<file path="config.mk">
export PLATFORM = sky130hd
export DESIGN_NAME = pamx_port_a_mux
export DESIGN_NICKNAME = d
export VERILOG_FILES = /design/src/common/pamx_pkg.sv /design/src/verilog/pamx_word_reg.sv /design/src/verilog/pamx_port_a_mux.sv
export SDC_FILE = /design/constraint.sdc
export NUM_CORES = 1
export LEC_CHECK = 0
export ABC_AREA = 1
export BUFFER_PORTS_ARGS = -buffer_cell sky130_fd_sc_hd__buf_2
export CAP_MARGIN = 20
export CORE_UTILIZATION = 57
export DETAILED_ROUTE_END_ITERATION = 8
export MAX_ROUTING_LAYER = met4
export PLACE_DENSITY = 0.85
export SYNTH_ARGS = -nofsm -noshare
export SYNTH_HDL_FRONTEND = slang
export SYNTH_SLANG_ARGS = --single-unit
export TNS_END_PERCENT = 20
</file>
<file path="constraint.sdc">
create_clock -name i_clk -period 1.83 [get_ports i_clk]
set_input_delay 0.366 -clock i_clk [delete_from_list [all_inputs] [get_ports i_clk]]
set_output_delay 0.366 -clock i_clk [all_outputs]
set_load 0.03 [all_outputs]
</file>
<file path="src/common/pamx_pkg.sv">
// Purpose: Shared constants and types for the port A pin function mux.
// Assumes: Avalon-MM slave with 32-bit data and byte addresses.
// Notes: Offsets are byte addresses; each register fills one aligned word.
package pamx_pkg;

  // Register offsets (byte addresses).
  localparam logic [7:0] PAMX_OFS_FUNC = 8'h30;
  localparam logic [7:0] PAMX_OFS_ALT  = 8'h34;

  // Reset values.
  localparam logic [31:0] PAMX_FUNC_RST = 32'h0000_0000;
  localparam logic [31:0] PAMX_ALT_RST  = 32'h0000_0000;

  // Field positions in the function register.
  localparam int PAMX_SCHMITT_LSB = 16;
  localparam int PAMX_SEL_P15     = 15;
  localparam int PAMX_SEL_P14     = 14;
  localparam int PAMX_SEL_P13     = 13;

  // Field positions in the alternate function register.
  localparam int PAMX_ALT_AMCLK   = 9;
  localparam int PAMX_ALT_EXT_EN  = 11;
  localparam int PAMX_ALT_HB6     = 22;
  localparam int PAMX_ALT_HB7     = 23;

  // Read data for an unmapped address.
  localparam logic [31:0] PAMX_UNMAPPED = 32'h0000_0000;

  // Function chosen for one pin.
  typedef enum logic [1:0] {
    PAMX_FN_GPIO   = 2'b00,
    PAMX_FN_PWM    = 2'b01,
    PAMX_FN_AMCLK  = 2'b10,
    PAMX_FN_EXTBUS = 2'b11
  } pamx_fn_t;

  // Avalon-MM request carried as one bundle.
  typedef struct packed {
    logic        read;
    logic        write;
    logic [7:0]  address;
    logic [3:0]  byteenable;
    logic [31:0] writedata;
  } pamx_req_t;

endpackage : pamx_pkg

</file>
<file path="src/verilog/pamx_word_reg.sv">
// Purpose: One 32-bit software register with byte-lane writes.
// Assumes: Write strobe is qualified by address decode upstream.
// Notes: Read data is the stored word itself, a flip-flop output.
`timescale 1ns/1ps
`default_nettype none
module pamx_word_reg
  import pamx_pkg::*;
#(
  parameter logic [31:0] RST_VAL = 32'h0000_0000
) (
  // Clock and reset.
  input  wire logic        i_clk,
  input  wire logic        i_rst_n,
  // Write side.
  input  wire logic        i_we,
  input  wire logic [3:0]  i_be,
  input  wire logic [31:0] i_wdata,
  // Stored word.
  output logic      [31:0] o_q
);

  logic [31:0] next_q;

  // Merge enabled byte lanes into the held word.
  always_comb begin
    next_q = o_q;
    for (int b = 0; b < 4; b++) begin
      if (i_we && i_be[b]) begin
        next_q[b*8 +: 8] = i_wdata[b*8 +: 8];
      end
    end
  end

  // Storage, cleared to its reset word.
  always_ff @(posedge i_clk or negedge i_rst_n) begin
    if (!i_rst_n) begin
      o_q <= RST_VAL;
    end else begin
      o_q <= next_q;
    end
  end

endmodule // pamx_word_reg
`default_nettype wire

</file>
<file path="src/verilog/pamx_port_a_mux.sv">
// Purpose: Port A pin function select and Schmitt input enable.
// Assumes: One clock; Avalon-MM slave answers with one wait cycle.
// Notes: Pins 12..0 keep their raw select bits as outputs only.
//
// Register map, byte addresses on the slave port:
//   0x30  function and input type word.
//         Bits 31..16 enable the Schmitt input of pins 15..0.
//         Bits 15..0 are the per-pin function select bits.
//   0x34  alternate function word, all 32 bits read and write.
//         Bit 9 steers pin 15 to the audio master clock.
//         Bit 11 enables the external bus.
//         Bits 23..16 are the external bus high byte enables.
//   Any other address reads as zero and ignores writes.
//
// Bus timing, as seen by a master:
//   Every request spends exactly one cycle with waitrequest high.
//   In the next cycle waitrequest is low; the write lands and the
//   read data stands at the rising edge that ends that cycle.
//   A request held on past its acknowledge starts a new wait cycle,
//   so a master that is slow to drop its strobe repeats the access.
//   Byte enables pick the lanes written; none set writes nothing.
//
// Pin function codes on o_pin15_fn, o_pin14_fn and o_pin13_fn:
//   0 general-purpose I/O, 1 PWM output, 2 audio master clock,
//   3 external bus address/data line.
//   The codes are registered, so they follow a register write by
//   one clock edge.  Software that switches a pin must allow for it.
//
// Hazards and intent:
//   A mixture of select and alternate bits that no table lists is
//   decoded as general-purpose I/O.  This keeps two functions from
//   ever driving the same pin while software updates the two words
//   one after the other.
//   Pins 14 and 13 share one decode function, so a fix to the
//   external bus rule reaches both pins at once.
//   The alternate bits are also brought out raw, because pins below
//   13 decode them outside this block.
//
// Function
// - Upper sixteen bits enable each pin's Schmitt input.
// - Pin 15: GPIO, PWM3, or audio master clock.
// - Pin 14: GPIO, PWM2, or external bus bit 15.
// - Pin 13: GPIO, PWM1, or external bus bit 14.
// - Function register resets to all zeros.
// - Pin 13 all three set gives bus bit 14.
//
// The Avalon-MM interface to the registers was decided locally.
`timescale 1ns/1ps
`default_nettype none
module pamx_port_a_mux
  import pamx_pkg::*;
(
  // Clock and reset.
  input  wire logic        i_clk,
  input  wire logic        i_rst_n,
  // Avalon-MM slave.
  input  wire logic [7:0]  i_avs_address,
  input  wire logic        i_avs_read,
  input  wire logic        i_avs_write,
  input  wire logic [3:0]  i_avs_byteenable,
  input  wire logic [31:0] i_avs_writedata,
  output logic      [31:0] o_avs_readdata,
  output logic             o_avs_waitrequest,
  // Pin controls.
  output logic      [15:0] o_port_a_schmitt_enable,
  output logic      [15:0] o_port_a_function_select,
  output pamx_fn_t         o_pin15_fn,
  output pamx_fn_t         o_pin14_fn,
  output pamx_fn_t         o_pin13_fn,
  // Alternate bits seen by other pins.
  output logic             o_ext_bus_enable,
  output logic      [7:0]  o_ext_bus_high_byte_enable,
  output logic             o_pin15_audio_master_clock_select
);

  // Bus phase: a wait cycle first, then one acknowledge cycle.
  typedef enum logic {
    PAMX_BUS_WAIT = 1'h0,
    PAMX_BUS_ACK  = 1'h1
  } pamx_bus_st_t;

  pamx_req_t    req;
  logic         ack;
  logic         bus_req;
  pamx_bus_st_t bus_st;
  pamx_bus_st_t next_bus_st;
  logic         p15_amclk_w;
  logic         p15_pwm_w;
  logic [31:0] func_q;
  logic [31:0] alt_q;
  logic        sel_func;
  logic        sel_alt;
  logic        func_we;
  logic        alt_we;
  logic [31:0] rd_mux;
  logic        p15_sel;
  logic        p14_sel;
  logic        p13_sel;
  logic        amclk;
  logic        ext_en;
  logic        hb6;
  logic        hb7;
  pamx_fn_t    next_fn15;
  pamx_fn_t    next_fn14;
  pamx_fn_t    next_fn13;

  // Decode a pin with a plain PWM path and an external bus path.
  function automatic pamx_fn_t pin_fn_ebus(input logic sel,
                                           input logic en,
                                           input logic hb);
    pamx_fn_t f;
    f = PAMX_FN_GPIO;
    if (sel && !en && !hb) begin
      f = PAMX_FN_PWM;
    end else if (sel && en && hb) begin
      f = PAMX_FN_EXTBUS;
    end
    return f;
  endfunction

  // Bundle the bus request.
  assign req = '{read: i_avs_read, write: i_avs_write,
                 address: i_avs_address, byteenable: i_avs_byteenable,
                 writedata: i_avs_writedata};

  // Address decode and write strobes, taken on the acknowledge cycle.
  assign sel_func = (req.address == PAMX_OFS_FUNC);
  assign sel_alt  = (req.address == PAMX_OFS_ALT);
  assign func_we  = req.write && ack && sel_func;
  assign alt_we   = req.write && ack && sel_alt;
  assign o_avs_waitrequest = (req.read || req.write) && !ack;

  // Read selection; unmapped words read as zero.
  assign rd_mux = sel_func ? func_q :
                  sel_alt  ? alt_q  : PAMX_UNMAPPED;

  // Any read or write counts as a live request.
  assign bus_req = req.read || req.write;

  // Next bus phase: a request in the wait phase earns an acknowledge.
  always_comb begin
    case (bus_st)
      PAMX_BUS_WAIT: begin
        next_bus_st = bus_req ? PAMX_BUS_ACK : PAMX_BUS_WAIT;
      end
      PAMX_BUS_ACK: begin
        next_bus_st = PAMX_BUS_WAIT;
      end
      default: begin
        next_bus_st = PAMX_BUS_WAIT;
      end
    endcase
  end

  // Bus phase register; reset parks it in the wait phase.
  always_ff @(posedge i_clk or negedge i_rst_n) begin
    if (!i_rst_n) begin
      bus_st <= PAMX_BUS_WAIT;
    end else begin
      bus_st <= next_bus_st;
    end
  end

  // Acknowledge lasts exactly one cycle, so waits are never longer.
  assign ack = (bus_st == PAMX_BUS_ACK);

  // Read data registered while waitrequest is high.
  always_ff @(posedge i_clk or negedge i_rst_n) begin
    if (!i_rst_n) begin
      o_avs_readdata <= 32'h0000_0000;
    end else if (req.read && !ack) begin
      o_avs_readdata <= rd_mux;
    end
  end

  // Function and input type register.
  pamx_word_reg #(
    .RST_VAL (PAMX_FUNC_RST)
  ) u_func (
    .i_clk   (i_clk),
    .i_rst_n (i_rst_n),
    .i_we    (func_we),
    .i_be    (req.byteenable),
    .i_wdata (req.writedata),
    .o_q     (func_q)
  );

  // Alternate function register.
  pamx_word_reg #(
    .RST_VAL (PAMX_ALT_RST)
  ) u_alt (
    .i_clk   (i_clk),
    .i_rst_n (i_rst_n),
    .i_we    (alt_we),
    .i_be    (req.byteenable),
    .i_wdata (req.writedata),
    .o_q     (alt_q)
  );

  // Field extraction.
  assign p15_sel = func_q[PAMX_SEL_P15];
  assign p14_sel = func_q[PAMX_SEL_P14];
  assign p13_sel = func_q[PAMX_SEL_P13];
  assign amclk   = alt_q[PAMX_ALT_AMCLK];
  assign ext_en  = alt_q[PAMX_ALT_EXT_EN];
  assign hb6     = alt_q[PAMX_ALT_HB6];
  assign hb7     = alt_q[PAMX_ALT_HB7];

  // Pin 15 choices as named terms; the select bit gates both.
  assign p15_amclk_w = p15_sel && amclk;
  assign p15_pwm_w   = p15_sel && !amclk;

  // Pin 15: audio clock only with its select bit also set.
  assign next_fn15 = p15_amclk_w ? PAMX_FN_AMCLK :
                     p15_pwm_w   ? PAMX_FN_PWM   :
                                   PAMX_FN_GPIO;
  // Pins 14 and 13 share the external bus decode.
  assign next_fn14 = pin_fn_ebus(p14_sel, ext_en, hb7);
  assign next_fn13 = pin_fn_ebus(p13_sel, ext_en, hb6);

  // Registered pin controls so data outputs come from flip-flops.
  always_ff @(posedge i_clk or negedge i_rst_n) begin
    if (!i_rst_n) begin
      o_pin15_fn <= PAMX_FN_GPIO;
      o_pin14_fn <= PAMX_FN_GPIO;
      o_pin13_fn <= PAMX_FN_GPIO;
    end else begin
      o_pin15_fn <= next_fn15;
      o_pin14_fn <= next_fn14;
      o_pin13_fn <= next_fn13;
    end
  end

  // Schmitt enables and raw selects straight from the register.
  assign o_port_a_schmitt_enable =
    func_q[PAMX_SCHMITT_LSB +: 16];
  assign o_port_a_function_select          = func_q[15:0];
  assign o_ext_bus_enable                  = ext_en;
  assign o_ext_bus_high_byte_enable        = alt_q[23:16];
  assign o_pin15_audio_master_clock_select = amclk;

endmodule // pamx_port_a_mux
`default_nettype wire

</file>
# Word level (Yosys, flattened, before mapping)

Cells that the tools add are included.

Output and inout bits: 81
Bits of input ports: 48
Register bits: 103
Word-level logic and storage cells: 55

Equal/unequal tests: 2
Reduce and logical (&&, ||, !) cells: 29
Bitwise operators: 1
Muxes and demuxes: 10

Operators by type and width:

| operator                                      | number |
|---|---|
| 2-to-1 mux 32 bit                             | 2 |
| logical AND 1 bit                             | 23 |
| == test 8 x 6 -> 1 bit, second input constant | 2 |
| 2-to-1 mux 2 bit                              | 5 |
| logical NOT 1 bit                             | 5 |
| 2-to-1 mux 1 bit                              | 2 |
| one-hot mux 1 bit (2 select lines)            | 1 |
| logical OR 1 bit                              | 1 |
| inverter 1 bit                                | 1 |

# Longest topological paths before layout

Gate-level depths: netlist of run 1.

Word-level depth: 4
Gate-level depth with buffers: 10
Mapped depth without buffers: 8

# Hierarchy

From an unflattened synthesis of run 1, not the netlist that was laid out.

Cell total of the unflattened synthesis: 567
Area, all modules: 4907.2 sq um

Modules (own cells, without submodules):

| module          | area each (sq um) | sequential area each (sq um) | times used | cells an instance |
|---|---|---|---|---|
| pamx_word_reg   | 1291.2            | 800.8                        | 2          | 140 |
| pamx_port_a_mux | 2324.7            | 975.9                        | 1          | 287 |

# Least setup slack after synthesis of run 1

No wires, ideal clock.

Path kind: in2reg
Start: input port i_avs_address[1]
End: register u_func.o_q[13]
Stages on the path: 7
Buffers on the path: 1
Slack: 0.561 ns
Library setup time: 0.118 ns
Data required time: 1.712 ns
Arrival: 1.151 ns
Path through: nor2_2 nand2_1 nor2_2 buf_6 nand3_2 nand2_1 nand2_1

Cells in the longest elaborated chain, start to end: 3

Ends and longest elaborated chain:

| what                   | line                   | RTL |
|---|---|---|
| start: declaration     | pamx_port_a_mux.sv:57  | `input wire logic [7:0] i_avs_address,` |
| == test 8 x 6 -> 1 bit | pamx_port_a_mux.sv:127 | `assign sel_func = (req.address == PAMX_OFS_FUNC);` |
| logical AND 1 bit      | pamx_port_a_mux.sv:129 | `assign func_we = req.write && ack && sel_func;` |
| logical AND 1 bit      | pamx_word_reg.sv:28    | `if (i_we && i_be[b]) begin` |
| end signal: assignment | pamx_word_reg.sv:39    | `o_q <= next_q;` |
| end: declaration       | pamx_word_reg.sv:19    | `output logic [31:0] o_q` |

Every way passes these cells.
A chain may end at the register's enable or synchronous reset.

# Worst setup path in the final report of run 1

Start: register bus_st, in the netlist ack
End: register u_func.o_q[1]

Cells in the longest elaborated chain, start to end: 3

Ends and longest elaborated chain:

| what                            | line                   | RTL |
|---|---|---|
| start: declaration              | pamx_port_a_mux.sv:85  | `pamx_bus_st_t bus_st;` |
| start signal: assignment        | pamx_port_a_mux.sv:160 | `bus_st <= next_bus_st;` |
| logical AND 1 bit (2 in series) | pamx_port_a_mux.sv:129 |  |
| logical AND 1 bit               | pamx_word_reg.sv:28    |  |

Every way passes these cells.

==> results of run 1 <==
[layer usage]
metal  global-route usage, %  up-vias
met3                    4.55       19
li1                        -     2248
met4                    9.47        0
met5                       -        -
met2                    46.2      209
met1                    41.7     2190
[synth_stat cells]
cell type	count	area (um^2)
sky130_fd_sc_hd__nor2_2	3	18.8
sky130_fd_sc_hd__inv_2	1	3.75
sky130_fd_sc_hd__inv_1	40	150
sky130_fd_sc_hd__buf_6	6	67.6
sky130_fd_sc_hd__a21oi_1	29	145
sky130_fd_sc_hd__nand2_1	326	1220
sky130_fd_sc_hd__buf_4	13	97.6
sky130_fd_sc_hd__clkbuf_1	15	56.3
sky130_fd_sc_hd__nand4_1	64	400
sky130_fd_sc_hd__buf_1	1	3.75
sky130_fd_sc_hd__buf_2	14	70.1
sky130_fd_sc_hd__nand3_1	8	40.0
sky130_fd_sc_hd__nand3_2	7	70.1
sky130_fd_sc_hd__nor2_1	8	30.0
sky130_fd_sc_hd__dfrtp_1	103	2580
[where the power goes]
| part | switching [mW] | total [mW] | internal [mW] |
|---|---|---|---|
| combinational | 0.270 | 0.366 | 0.0967 |
| sequential | 0.0196 | 2.32 | 2.30 |
| clock | 0.806 | 1.31 | 0.503 |
| total | 1.10 | 3.99 | 2.90 |
[logic make-up after synthesis]
group / Yosys count
and+or+nand+nor: 416
DFF: 103
AOI/OAI and AO/OA: 29
buffers and inverters: 90
[state kept, by name, indices dropped and copies added (netlist names)]
register        count
ack                 1
o_avs_readdata     32
o_pin13_fn          2
o_pin14_fn          2
o_pin15_fn          2
u_alt.o_q          32
u_func.o_q         32
[worst max-delay path: cells and delay by family, from the launching register on]
kind,cells,cell delay [ns]
DFF,1,0.39
and+or+nand+nor,4,0.67
buffers and inverters,1,0.34
[through the flow]
step / setup slack, ns / hold slack [ns] / area, um^2 / power [mW]
global placement: 0.231 / 0.288 / 5640 / 2.72
finish: 0.321 / 0.254 / 5830 / 3.99
global route: 0.175 / 0.256 / 5830 / 4.14
floorplan: 0.561 / 0.0704 / 4950 / 2.54
detailed placement: 0.107 / 0.295 / 5640 / 2.72
CTS: 0.314 / 0.249 / 5830 / 4.00
[path summary, 6_finish.rpt]
| check | start | endpoint |
|---|---|---|
| worst max-delay path | ack | u_func.o_q[1] |
| worst min-delay path | i_avs_writedata[27] | u_func.o_q[27] |
| worst max register to register | ack | u_func.o_q[1] |
| worst min register to register | u_alt.o_q[6] | u_alt.o_q[6] |
| max in group asynchronous | i_rst_n | o_avs_readdata[1] |
| min in group asynchronous | i_rst_n | o_avs_readdata[2] |
[area by class of cell]
| class | count | area [um^2] |
|---|---|---|
| sequential | 103 | 2580 |
| tap | 105 | 131 |
| clock inverter | 6 | 46.3 |
| inverter | 41 | 154 |
| clock buffer | 10 | 128 |
| fill | 679 | 2470 |
| multi-input combinational | 445 | 1940 |
| timing repair buffer | 148 | 846 |
==> key figures, run 1 <==
Status
  – Result of the run: finished clean

Layout
  – Most common cell after layout, fill and taps aside: sky130_fd_sc_hd__nand2_1
  – Non-filler instance count after layout: 858
  – N_diodes: 0
  – Area grow syn2layout: 17.6%
  – Core Util, Final: 70.2%
  – Most frequent cells in the layout: 326 x sky130_fd_sc_hd__nand2_1, 127 x sky130_fd_sc_hd__buf_2, 103 x sky130_fd_sc_hd__dfrtp_1
  – Fraction of layout instances using a drive strength above 1: 23.2%
  – Layout Nets: 796

Synthesis
  – Mean post-synth cell area: 7.77 um^2
  – Area of the mapped netlist: 0.00495 mm^2
  – Parity-gate share of the synthesized area counting xor and xnor cells: 0%
  – Total nets after synthesis: 686
  – Compound-Gate Fraction of Synth Area: 2.93%
  – Combinational family with the most area after synthesis: simple AND/OR/NAND/NOR gates
  – Adder and majority gate portion of the synthesized area: 0%
  – Synthesized netlist cell count: 638
  – Number of different library cells in the post-synthesis netlist: 15
  – Seq cells post-synth: 103
  – Post-synthesis simple-gate area fraction: 36.0%
  – Multiplexer fraction of the synthesized cell area: 0%
  – Post-synthesis sequential area ratio: 52.0%
  – Warnings, synthesis: 0

Global routing
  – Initial antenna violation count: 0
  – Maximum number of pins on one net before global-route repair: 35
  – Total routing usage reported by global routing: 30.2%
  – Final global-route overflow total: 0
  – Vias in the first global route: 4224
  – Global-route wire length before repair: 20.5 mm

Run
  – Number of maximum-capacitance violations: 0

CTS
  – Clk sinks: 103
  – Resized cells post-CTS: 0
  – Max Buffers Root-to-Sink: 2
  – CTS clock-pin slew for the worst setup and hold paths: 0.10 ns
  – CTS tree: done
  – Clk root buf: sky130_fd_sc_hd__clkbuf_8
  – Post-CTS Hold Fix Bufs: 1
  – Count of buffers added by post-CTS timing repair for setup: 0
  – Inserted Clock Buffers: 9
  – Number of levels the H-tree was split into: 3
  – Clk_lat worst skew: 0.37 ns

Floorplan
  – Count of pins on the block boundary: 129
  – Starting density of the core: 59.7%
  – Standard-cell rows: 33
  – Core region area: 0.00830 mm^2
  – Die Outline Area: 0.00907 mm^2
  – Die outline width: 95.2 um
  – Die outline height: 95.2 um

Setup path
  – Arrival time of the worst setup path: 1.77 ns
  – Critical path class: register to register
  – Worst reg-to-reg path cell count: 5
  – Most frequent cell on the critical path: sky130_fd_sc_hd__nand2_1
  – Critical path launch point type: register
  – Crit path max fanout: 21
  – Cell with the biggest individual delay on the critical path: sky130_fd_sc_hd__dfrtp_1
  – Worst Setup End Kind: register
  – Required time worst endpoint: 2.09 ns
  – Critical Path, Cell by Cell: nand2_1, inv_2, nand3_1, nand2_1, nand2_1
  – Register-to-register setup slack: 0.32 ns
  – Max incr delay on CP: 0.39 ns

Detailed routing
  – Detailed-router iteration count before antenna repair: 5
  – Final antenna-violating net count: 0
  – Detail-routed via count per cell: 5.44
  – Wire length on met1: 5.36 mm
  – Routed WL: 12.4 mm
  – Post-route DRC: 0
  – DR top layer: met4
  – Routed met2 length: 5.95 mm
  – Routed length on met3: 865 um
  – Drt first-iter violations: 322
  – Detailed-route wire length per cell: 14.4 um
  – Detailed-route via count: 4666

STA
  – Final hold violations: 0
  – Worst-margin pin slew: 0.449 ns
  – Final setup violating endpoints: 0
  – Share of the clock period used by the worst path: 82.5%
  – Largest clock skew in the final design: 0.00929 ns
  – Max Clock Freq: 663 MHz
  – Slew HR: 70.0%
  – Final number of max-transition violations: 0
  – Final sum of negative setup slack: 0 ns
  – Unrepaired setup endpoints after global routing: no
  – Min cycle time layout: 1.51 ns

Power and ir drop
  – Static power due to leakage: 3.53 nW
  – Worst supply voltage drop on vdd: 0.391 mV
  – Power density over the cells: 685 mW/mm^2

Placed design
  – DPL Wire Length: 8.74 mm
  – Final weighted congestion in routability-driven placement: 0.870
  – Number of cells in the design after placement: 841
  – PortBufs: 128

Min path
  – Type of the most critical hold path: input pin to register
  – Number of cells traversed by the worst hold path: 3
No activity file was read; power rests on OpenSTA's default activity.
==> run 2: changes to the inputs <==
Settings changed: CORE_UTILIZATION 57 to 53, PLACE_DENSITY 0.85 to 0.8.
Clock period 1.83 ns to 1.47 ns, I/O delays scaled along.
==> key figures, run 2 (synthesis gave the netlist of run 1 again) <==
Status
  – Result of the run: finished clean

Run
  – Number of maximum-capacitance violations: 0

Floorplan
  – Die outline width: 98.7 um
  – Starting density of the core: 55.7%
  – Standard-cell rows: 34
  – Count of pins on the block boundary: 129
  – Die Outline Area: 0.00974 mm^2
  – Die outline height: 98.7 um
  – Core region area: 0.00889 mm^2

STA
  – Share of the clock period used by the worst path: 95.8%
  – Final sum of negative setup slack: 0 ns
  – Final number of max-transition violations: 0
  – Worst hold-check slack: 0.187 ns
  – Final hold violations: 0
  – Slew HR: 77.2%
  – Min cycle time layout: 1.41 ns
  – Max Clock Freq: 710 MHz
  – Largest clock skew in the final design: 0.0106 ns
  – Final setup violating endpoints: 0
  – Worst-margin pin slew: 0.342 ns

Layout
  – Biggest regs: o_avs_readdata: 32 flops, u_alt.o_q: 32 flops, u_func.o_q: 32 flops
  – N_diodes: 0
  – Most common cell after layout, fill and taps aside: sky130_fd_sc_hd__nand2_1
  – Fill cell total of the finished layout: 753
  – Layout Nets: 812
  – Most frequent cells in the layout: 326 x sky130_fd_sc_hd__nand2_1, 126 x sky130_fd_sc_hd__buf_2, 103 x sky130_fd_sc_hd__dfrtp_1
  – FF+latch area: 0.00258 mm^2
  – Area grow syn2layout: 22.7%
  – Post-route cell area: 0.00608 mm^2
  – Multi-input gate area: 0.00194 mm^2
  – Fraction of layout instances using a drive strength above 1: 25.0%

Setup path
  – Worst R2R Start: ack
  – Reg2reg end: u_func.o_q[9]
  – Worst reg-to-reg path cell count: 6
  – Timing startpoint of the critical path: ack
  – Crit path max fanout: 3
  – Required time worst endpoint: 1.18 ns
  – Critical path class: register to output port
  – Worst path depth: 2
  – Max incr delay on CP: 0.42 ns
  – Top delay family on crit path: flip-flops
  – Worst Setup End Kind: output port
  – Cell with the biggest individual delay on the critical path: sky130_fd_sc_hd__dfrtp_1
  – Critical path launch point type: register
  – Critical Path, Cell by Cell: nor2_1, buf_4
  – Register-to-register setup slack: 0.10 ns
  – Arrival time of the worst setup path: 1.11 ns
  – Buffer and inverter count on the worst path: 1

CTS
  – Clk sinks: 103
  – CTS clock-pin slew for the worst setup and hold paths: 0.10 ns
  – Count of buffers added by post-CTS timing repair for setup: 0
  – Number of levels the H-tree was split into: 3
  – Clk root buf: sky130_fd_sc_hd__clkbuf_8
  – CTS tree: done
  – Inserted Clock Buffers: 9
  – Max Buffers Root-to-Sink: 2
  – Clk_lat worst skew: 0.37 ns

Detailed routing
  – Detailed-route wire length per cell: 14.3 um
  – Detail-routed via count per cell: 5.32
  – Detailed-route via count: 4666
  – Detailed-router iteration count before antenna repair: 4
  – Drt first-iter violations: 261
  – Final antenna-violating net count: 0
  – Routed WL: 12.5 mm
  – Post-route DRC: 0

Min path
  – Type of the most critical hold path: input pin to register
  – Hold worst-path end: u_alt.o_q[26]
  – Hold Crit Start: i_avs_writedata[26]
  – Number of cells traversed by the worst hold path: 3

Power and ir drop
  – Power density over the cells: 916 mW/mm^2
  – Static power due to leakage: 3.67 nW
  – Worst supply voltage drop on vdd: 0.599 mV

Placed design
  – PortBufs: 128
  – DPL Wire Length: 8.95 mm
  – Final weighted congestion in routability-driven placement: 0.829
  – Placement Cell Area: 0.00582 mm^2

Global routing
  – Global-route wire length before repair: 20.9 mm
  – Total routing usage reported by global routing: 27.9%
  – Initial antenna violation count: 0
  – Maximum number of pins on one net before global-route repair: 48
  – Final global-route overflow total: 0
  – Vias in the first global route: 4556
## run 2: cell types whose count changed in the layout (fill, tap and decap cells not counted), sizes merged
cell and delta:
clkinvlp -1, bufinv +3, clkinv -2, buf +16
## run 2: cell type report
cell class | count | area share (%)
well taps | 108 | 2.22
flip-flops and latches | 103 | 42.4
repair buffers | 164 | 16.7
inverters | 41 | 2.53
multi-input cells | 445 | 32.0
clock buffers | 10 | 2.26
clock inverters | 6 | 1.89
## run 2: metal layers
| metal | vias to the layer above | track usage [%] | wire, um |
|---|---|---|---|
| met4 | 0 | 13.7 | 291 |
| met5 | - | - | 0 |
| met3 | 26 | 2.98 | 580 |
| li1 | 2269 | - | - |
| met1 | 2218 | 35.8 | 5480 |
| met2 | 153 | 44.6 | 6170 |
## run 2: what timing repair did
item                                   CTS  global route
endpoints found under the hold margin   11             0
gates resized for setup                  0             2
setup endpoints to repair                0             1
hold buffers                             1             0
## run 2: worst max path at each step
stage / slack [ns] / to
final: 0.06 / o_avs_waitrequest
after global routing: -0.01 / o_avs_waitrequest
after CTS: 0.03 / o_avs_waitrequest
after detailed placement: -0.05 / u_func.o_q[14]
after global placement: -0.02 / u_func.o_q[28]
after floorplan: 0.27 / u_func.o_q[13]
## run 2: stage by stage
step | instances | utilization, % | setup WS, ns | power (mW)
floorplan | 638 | - | 0.273 | 3.17
detailed placement | 860 | 65.4 | -0.0544 | 3.42
global placement | 860 | 65.4 | -0.0183 | 3.40
CTS | 877 | 68.4 | 0.0277 | 5.58
global route | 877 | 68.4 | -0.0144 | 5.75
finish | 877 | 68.4 | 0.0618 | 5.57
## run 2: report_power, final
part | internal, mW | switching (mW) | leakage (nW)
registers | 2.86 | 0.0243 | 1.44
clock network | 1.19 | 1.01 | 0.123
logic | 0.140 | 0.342 | 2.11
total | 4.19 | 1.38 | 3.67
## run 2: worst min-delay path, stage by stage
cell and delay, ns:
sky130_fd_sc_hd__buf_2 0.10, sky130_fd_sc_hd__nand4_1 0.08, sky130_fd_sc_hd__nand2_1 0.05
==> run 3: changes to the inputs <==
Settings changed: ABC_AREA 1 to unset, CORE_UTILIZATION 53 to 51.
==> key figures, run 3 <==
Run
  – Number of maximum-capacitance violations: 0

Detailed routing
  – Detailed-route wire length per cell: 17.2 um
  – Drt first-iter violations: 79
  – Detailed-router iteration count before antenna repair: 4
  – Final antenna-violating net count: 0
  – Detailed-route via count: 3053
  – Detail-routed via count per cell: 5.50
  – Post-route DRC: 0
  – Routed WL: 9.57 mm

Layout
  – Fraction of layout instances using a drive strength above 1: 52.9%
  – Layout Nets: 495
  – Most common cell after layout, fill and taps aside: sky130_fd_sc_hd__buf_2
  – FF+latch area: 0.00258 mm^2
  – Non-filler instance count after layout: 555
  – Multi-input gate area: 0.00150 mm^2
  – Area grow syn2layout: 28.4%
  – Biggest regs: o_avs_readdata: 32 flops, u_alt.o_q: 32 flops, u_func.o_q: 32 flops
  – Fill cell total of the finished layout: 602
  – Most frequent cells in the layout: 127 x sky130_fd_sc_hd__buf_2, 103 x sky130_fd_sc_hd__dfrtp_1, 64 x sky130_fd_sc_hd__mux2_2

Placed design
  – PortBufs: 128
  – Number of cells in the design after placement: 537
  – DPL Wire Length: 6.73 mm
  – Final weighted congestion in routability-driven placement: 0.804

Synthesis
  – Multiplexer fraction of the synthesized cell area: 17.3%
  – Seq cells post-synth: 103
  – Parity-gate share of the synthesized area counting xor and xnor cells: 0.421%
  – Area of the mapped netlist: 0.00416 mm^2
  – Warnings, synthesis: 0
  – Flip-flop cell with the highest count after synthesis: sky130_fd_sc_hd__dfrtp_1
  – EDFF count, synth: 0
  – Top cell type's share of synthesized area: 61.9%
  – Compound-Gate Fraction of Synth Area: 9.62%
  – Adder and majority gate portion of the synthesized area: 0%
  – Synthesized netlist cell count: 311
  – Mean post-synth cell area: 13.4 um^2
  – Total nets after synthesis: 359
  – Post-synthesis sequential area ratio: 61.9%
  – Share of flip-flops with an asynchronous set or reset: 100%
  – Post-synthesis cell type with the largest combined area: sky130_fd_sc_hd__dfrtp_1
  – Top cells by count, synth: 103 x sky130_fd_sc_hd__dfrtp_1, 64 x sky130_fd_sc_hd__mux2_2, 32 x sky130_fd_sc_hd__a22oi_1, 32 x sky130_fd_sc_hd__nand2_1, 32 x sky130_fd_sc_hd__o21ai_0
  – Leading cell types by total area after synthesis: sky130_fd_sc_hd__dfrtp_1 62%, sky130_fd_sc_hd__mux2_2 17%, sky130_fd_sc_hd__a22oi_1 5.8%, sky130_fd_sc_hd__o21ai_0 3.8%, sky130_fd_sc_hd__nand2_1 2.9%
  – Combinational family with the most area after synthesis: multiplexers
  – Count leader, synth: sky130_fd_sc_hd__dfrtp_1
  – Number of different library cells in the post-synthesis netlist: 19
  – Post-synthesis simple-gate area fraction: 7.78%

Setup path
  – Max incr delay on CP: 0.40 ns
  – Worst Setup End Kind: output port
  – Critical path launch point type: register
  – Crit path max fanout: 3
  – Worst R2R Start: ack
  – Arrival time of the worst setup path: 1.12 ns
  – Register-to-register setup slack: 0.07 ns
  – Required time worst endpoint: 1.18 ns
  – Reg2reg end: u_func.o_q[26]
  – Critical Path, Cell by Cell: nor2_1, buf_2
  – Worst reg-to-reg path cell count: 5
  – Cell with the biggest individual delay on the critical path: sky130_fd_sc_hd__dfrtp_1
  – Critical path class: register to output port

STA
  – Final number of max-transition violations: 0
  – Min cycle time layout: 1.41 ns
  – Share of the clock period used by the worst path: 96.0%
  – Max Clock Freq: 709 MHz
  – Final hold violations: 0
  – Largest clock skew in the final design: 0.0159 ns
  – Final setup violating endpoints: 0
  – Slew HR: 73.9%
  – Unrepaired setup endpoints after global routing: no
  – Worst-margin pin slew: 0.391 ns

Power and ir drop
  – Power Total: 5.33 mW
  – Power density over the cells: 998 mW/mm^2
  – Static power due to leakage: 2.90 nW
  – Worst supply voltage drop on vdd: 0.803 mV

CTS
  – Max Buffers Root-to-Sink: 2
  – Clk root buf: sky130_fd_sc_hd__clkbuf_8
  – CTS tree: done
  – Clk_lat worst skew: 0.36 ns
  – Clk sinks: 103
  – Inserted Clock Buffers: 9
  – Number of levels the H-tree was split into: 3
  – CTS clock-pin slew for the worst setup and hold paths: 0.10 ns

Min path
  – Hold Crit Start: i_avs_writedata[17]
  – Hold worst-path end: u_alt.o_q[17]
  – Number of cells traversed by the worst hold path: 2
  – Type of the most critical hold path: input pin to register

Floorplan
  – Starting density of the core: 53.3%
  – Die outline height: 92.3 um
  – Core region area: 0.00781 mm^2
  – Standard-cell rows: 32
  – Die outline width: 92.3 um
  – Count of pins on the block boundary: 129
  – Die Outline Area: 0.00853 mm^2

Global routing
  – Most used routing layer: met2
  – Met1 GRT Util: 32.8%
  – Total routing usage reported by global routing: 24.5%
  – Initial antenna violation count: 1
  – M3 GR Usage: 4.93%
  – Vias in the first global route: 3034
  – GR Util met2: 38.5%
  – Final global-route overflow total: 0
  – Maximum number of pins on one net before global-route repair: 43
  – Global-route wire length before repair: 15.5 mm

Status
  – Result of the run: finished clean
==> run 3: cell count changes after synthesis, sizes merged, moves of 3 or more <==
cell,before,now
a22oi,0,32
o21ai,0,32
mux2,0,64
clkbuf,15,12
and2,0,4
nand3,15,0
nand4,64,8
nand2,326,32
a21oi,29,0
nor2,11,2
buf,34,12
inv,41,0
==> run 3: routing by layer <==
| layer | vias to the layer above | share of wire [%] |
|---|---|---|
| met1 | 1532 | 43 |
| met2 | 122 | 51 |
| met5 | - | 0 |
| li1 | 1386 | - |
| met4 | 0 | 1.4 |
| met3 | 13 | 5.2 |
==> run 3: cell type report <==
type / instances / share of cell area (%)
Antenna cell: 1 / 0.0468
Multi-Input combinational cell: 184 / 28.1
Tap cell: 102 / 2.39
Sequential cell: 103 / 48.2
Timing Repair Buffer: 149 / 16.6
Clock inverter: 5 / 1.97
Clock buffer: 11 / 2.65
==> run 3: kinds of logic (layout without fill, tap and decap cells) <==
group / after synthesis / count (layout)
multiplexers: 64 / 64
XOR/XNOR: 2 / 2
AO/OA/AOI/OAI: 64 / 64
AND/OR/NAND/NOR: 54 / 54
other: 0 / 1
flip-flops: 103 / 103
buffers and inverters: 24 / 165
==> run 3: metrics by stage <==
stage / hold WS, ns / area (um^2) / TNS (ns) / util, % / worst slack [ns]
2_1_floorplan: -0.00159 / 4160 / -1.18 / - / -0.0369
3_3_place_gp: 0.237 / 5050 / -10.87 / 64.7 / -0.185
3_5_place_dp: 0.239 / 5050 / -14.37 / 64.7 / -0.251
4_1_cts: 0.166 / 5330 / -0.00714 / 68.2 / -0.00333
5_1_grt: 0.161 / 5340 / 0 / 68.4 / 0.00309
6_report: 0.177 / 5340 / 0 / 68.4 / 0.0586
==> run 3: worst max-delay path by stage <==
stage,startpoint,endpoint,depth (start not counted)
floorplan,i_avs_address[2],u_func.o_q[0],3
detailed placement,i_avs_address[7],u_alt.o_q[21],5
global placement,i_avs_address[7],u_alt.o_q[17],5
CTS,ack,u_func.o_q[22],4
global route,ack,o_avs_waitrequest,2
finish,ack,o_avs_waitrequest,2
==> run 3: worst max-delay path, delay by kind of cell, from the launching register on <==
family,cells,cell delay (ns)
buffers and inverters,1,0.22
DFF,1,0.40
and+or+nand+nor,1,0.14
==> run 3: power by group <==
part           leakage [nW]  internal (mW)  total (mW)  switching, mW
logic                  1.35          0.126       0.353          0.227
clock network         0.116           1.18        2.10          0.918
registers              1.44           2.86        2.88         0.0217
==> run 3: repair_timing <==
| action | 4_1_cts | 5_1_grt |
|---|---|---|
| setup buffers | 0 | 0 |
| hold buffers | 1 | 0 |
| resized for setup | 3 | 3 |
| setup endpoints to repair | 7 | 17 |
| hold endpoints to repair | 24 | 0 |
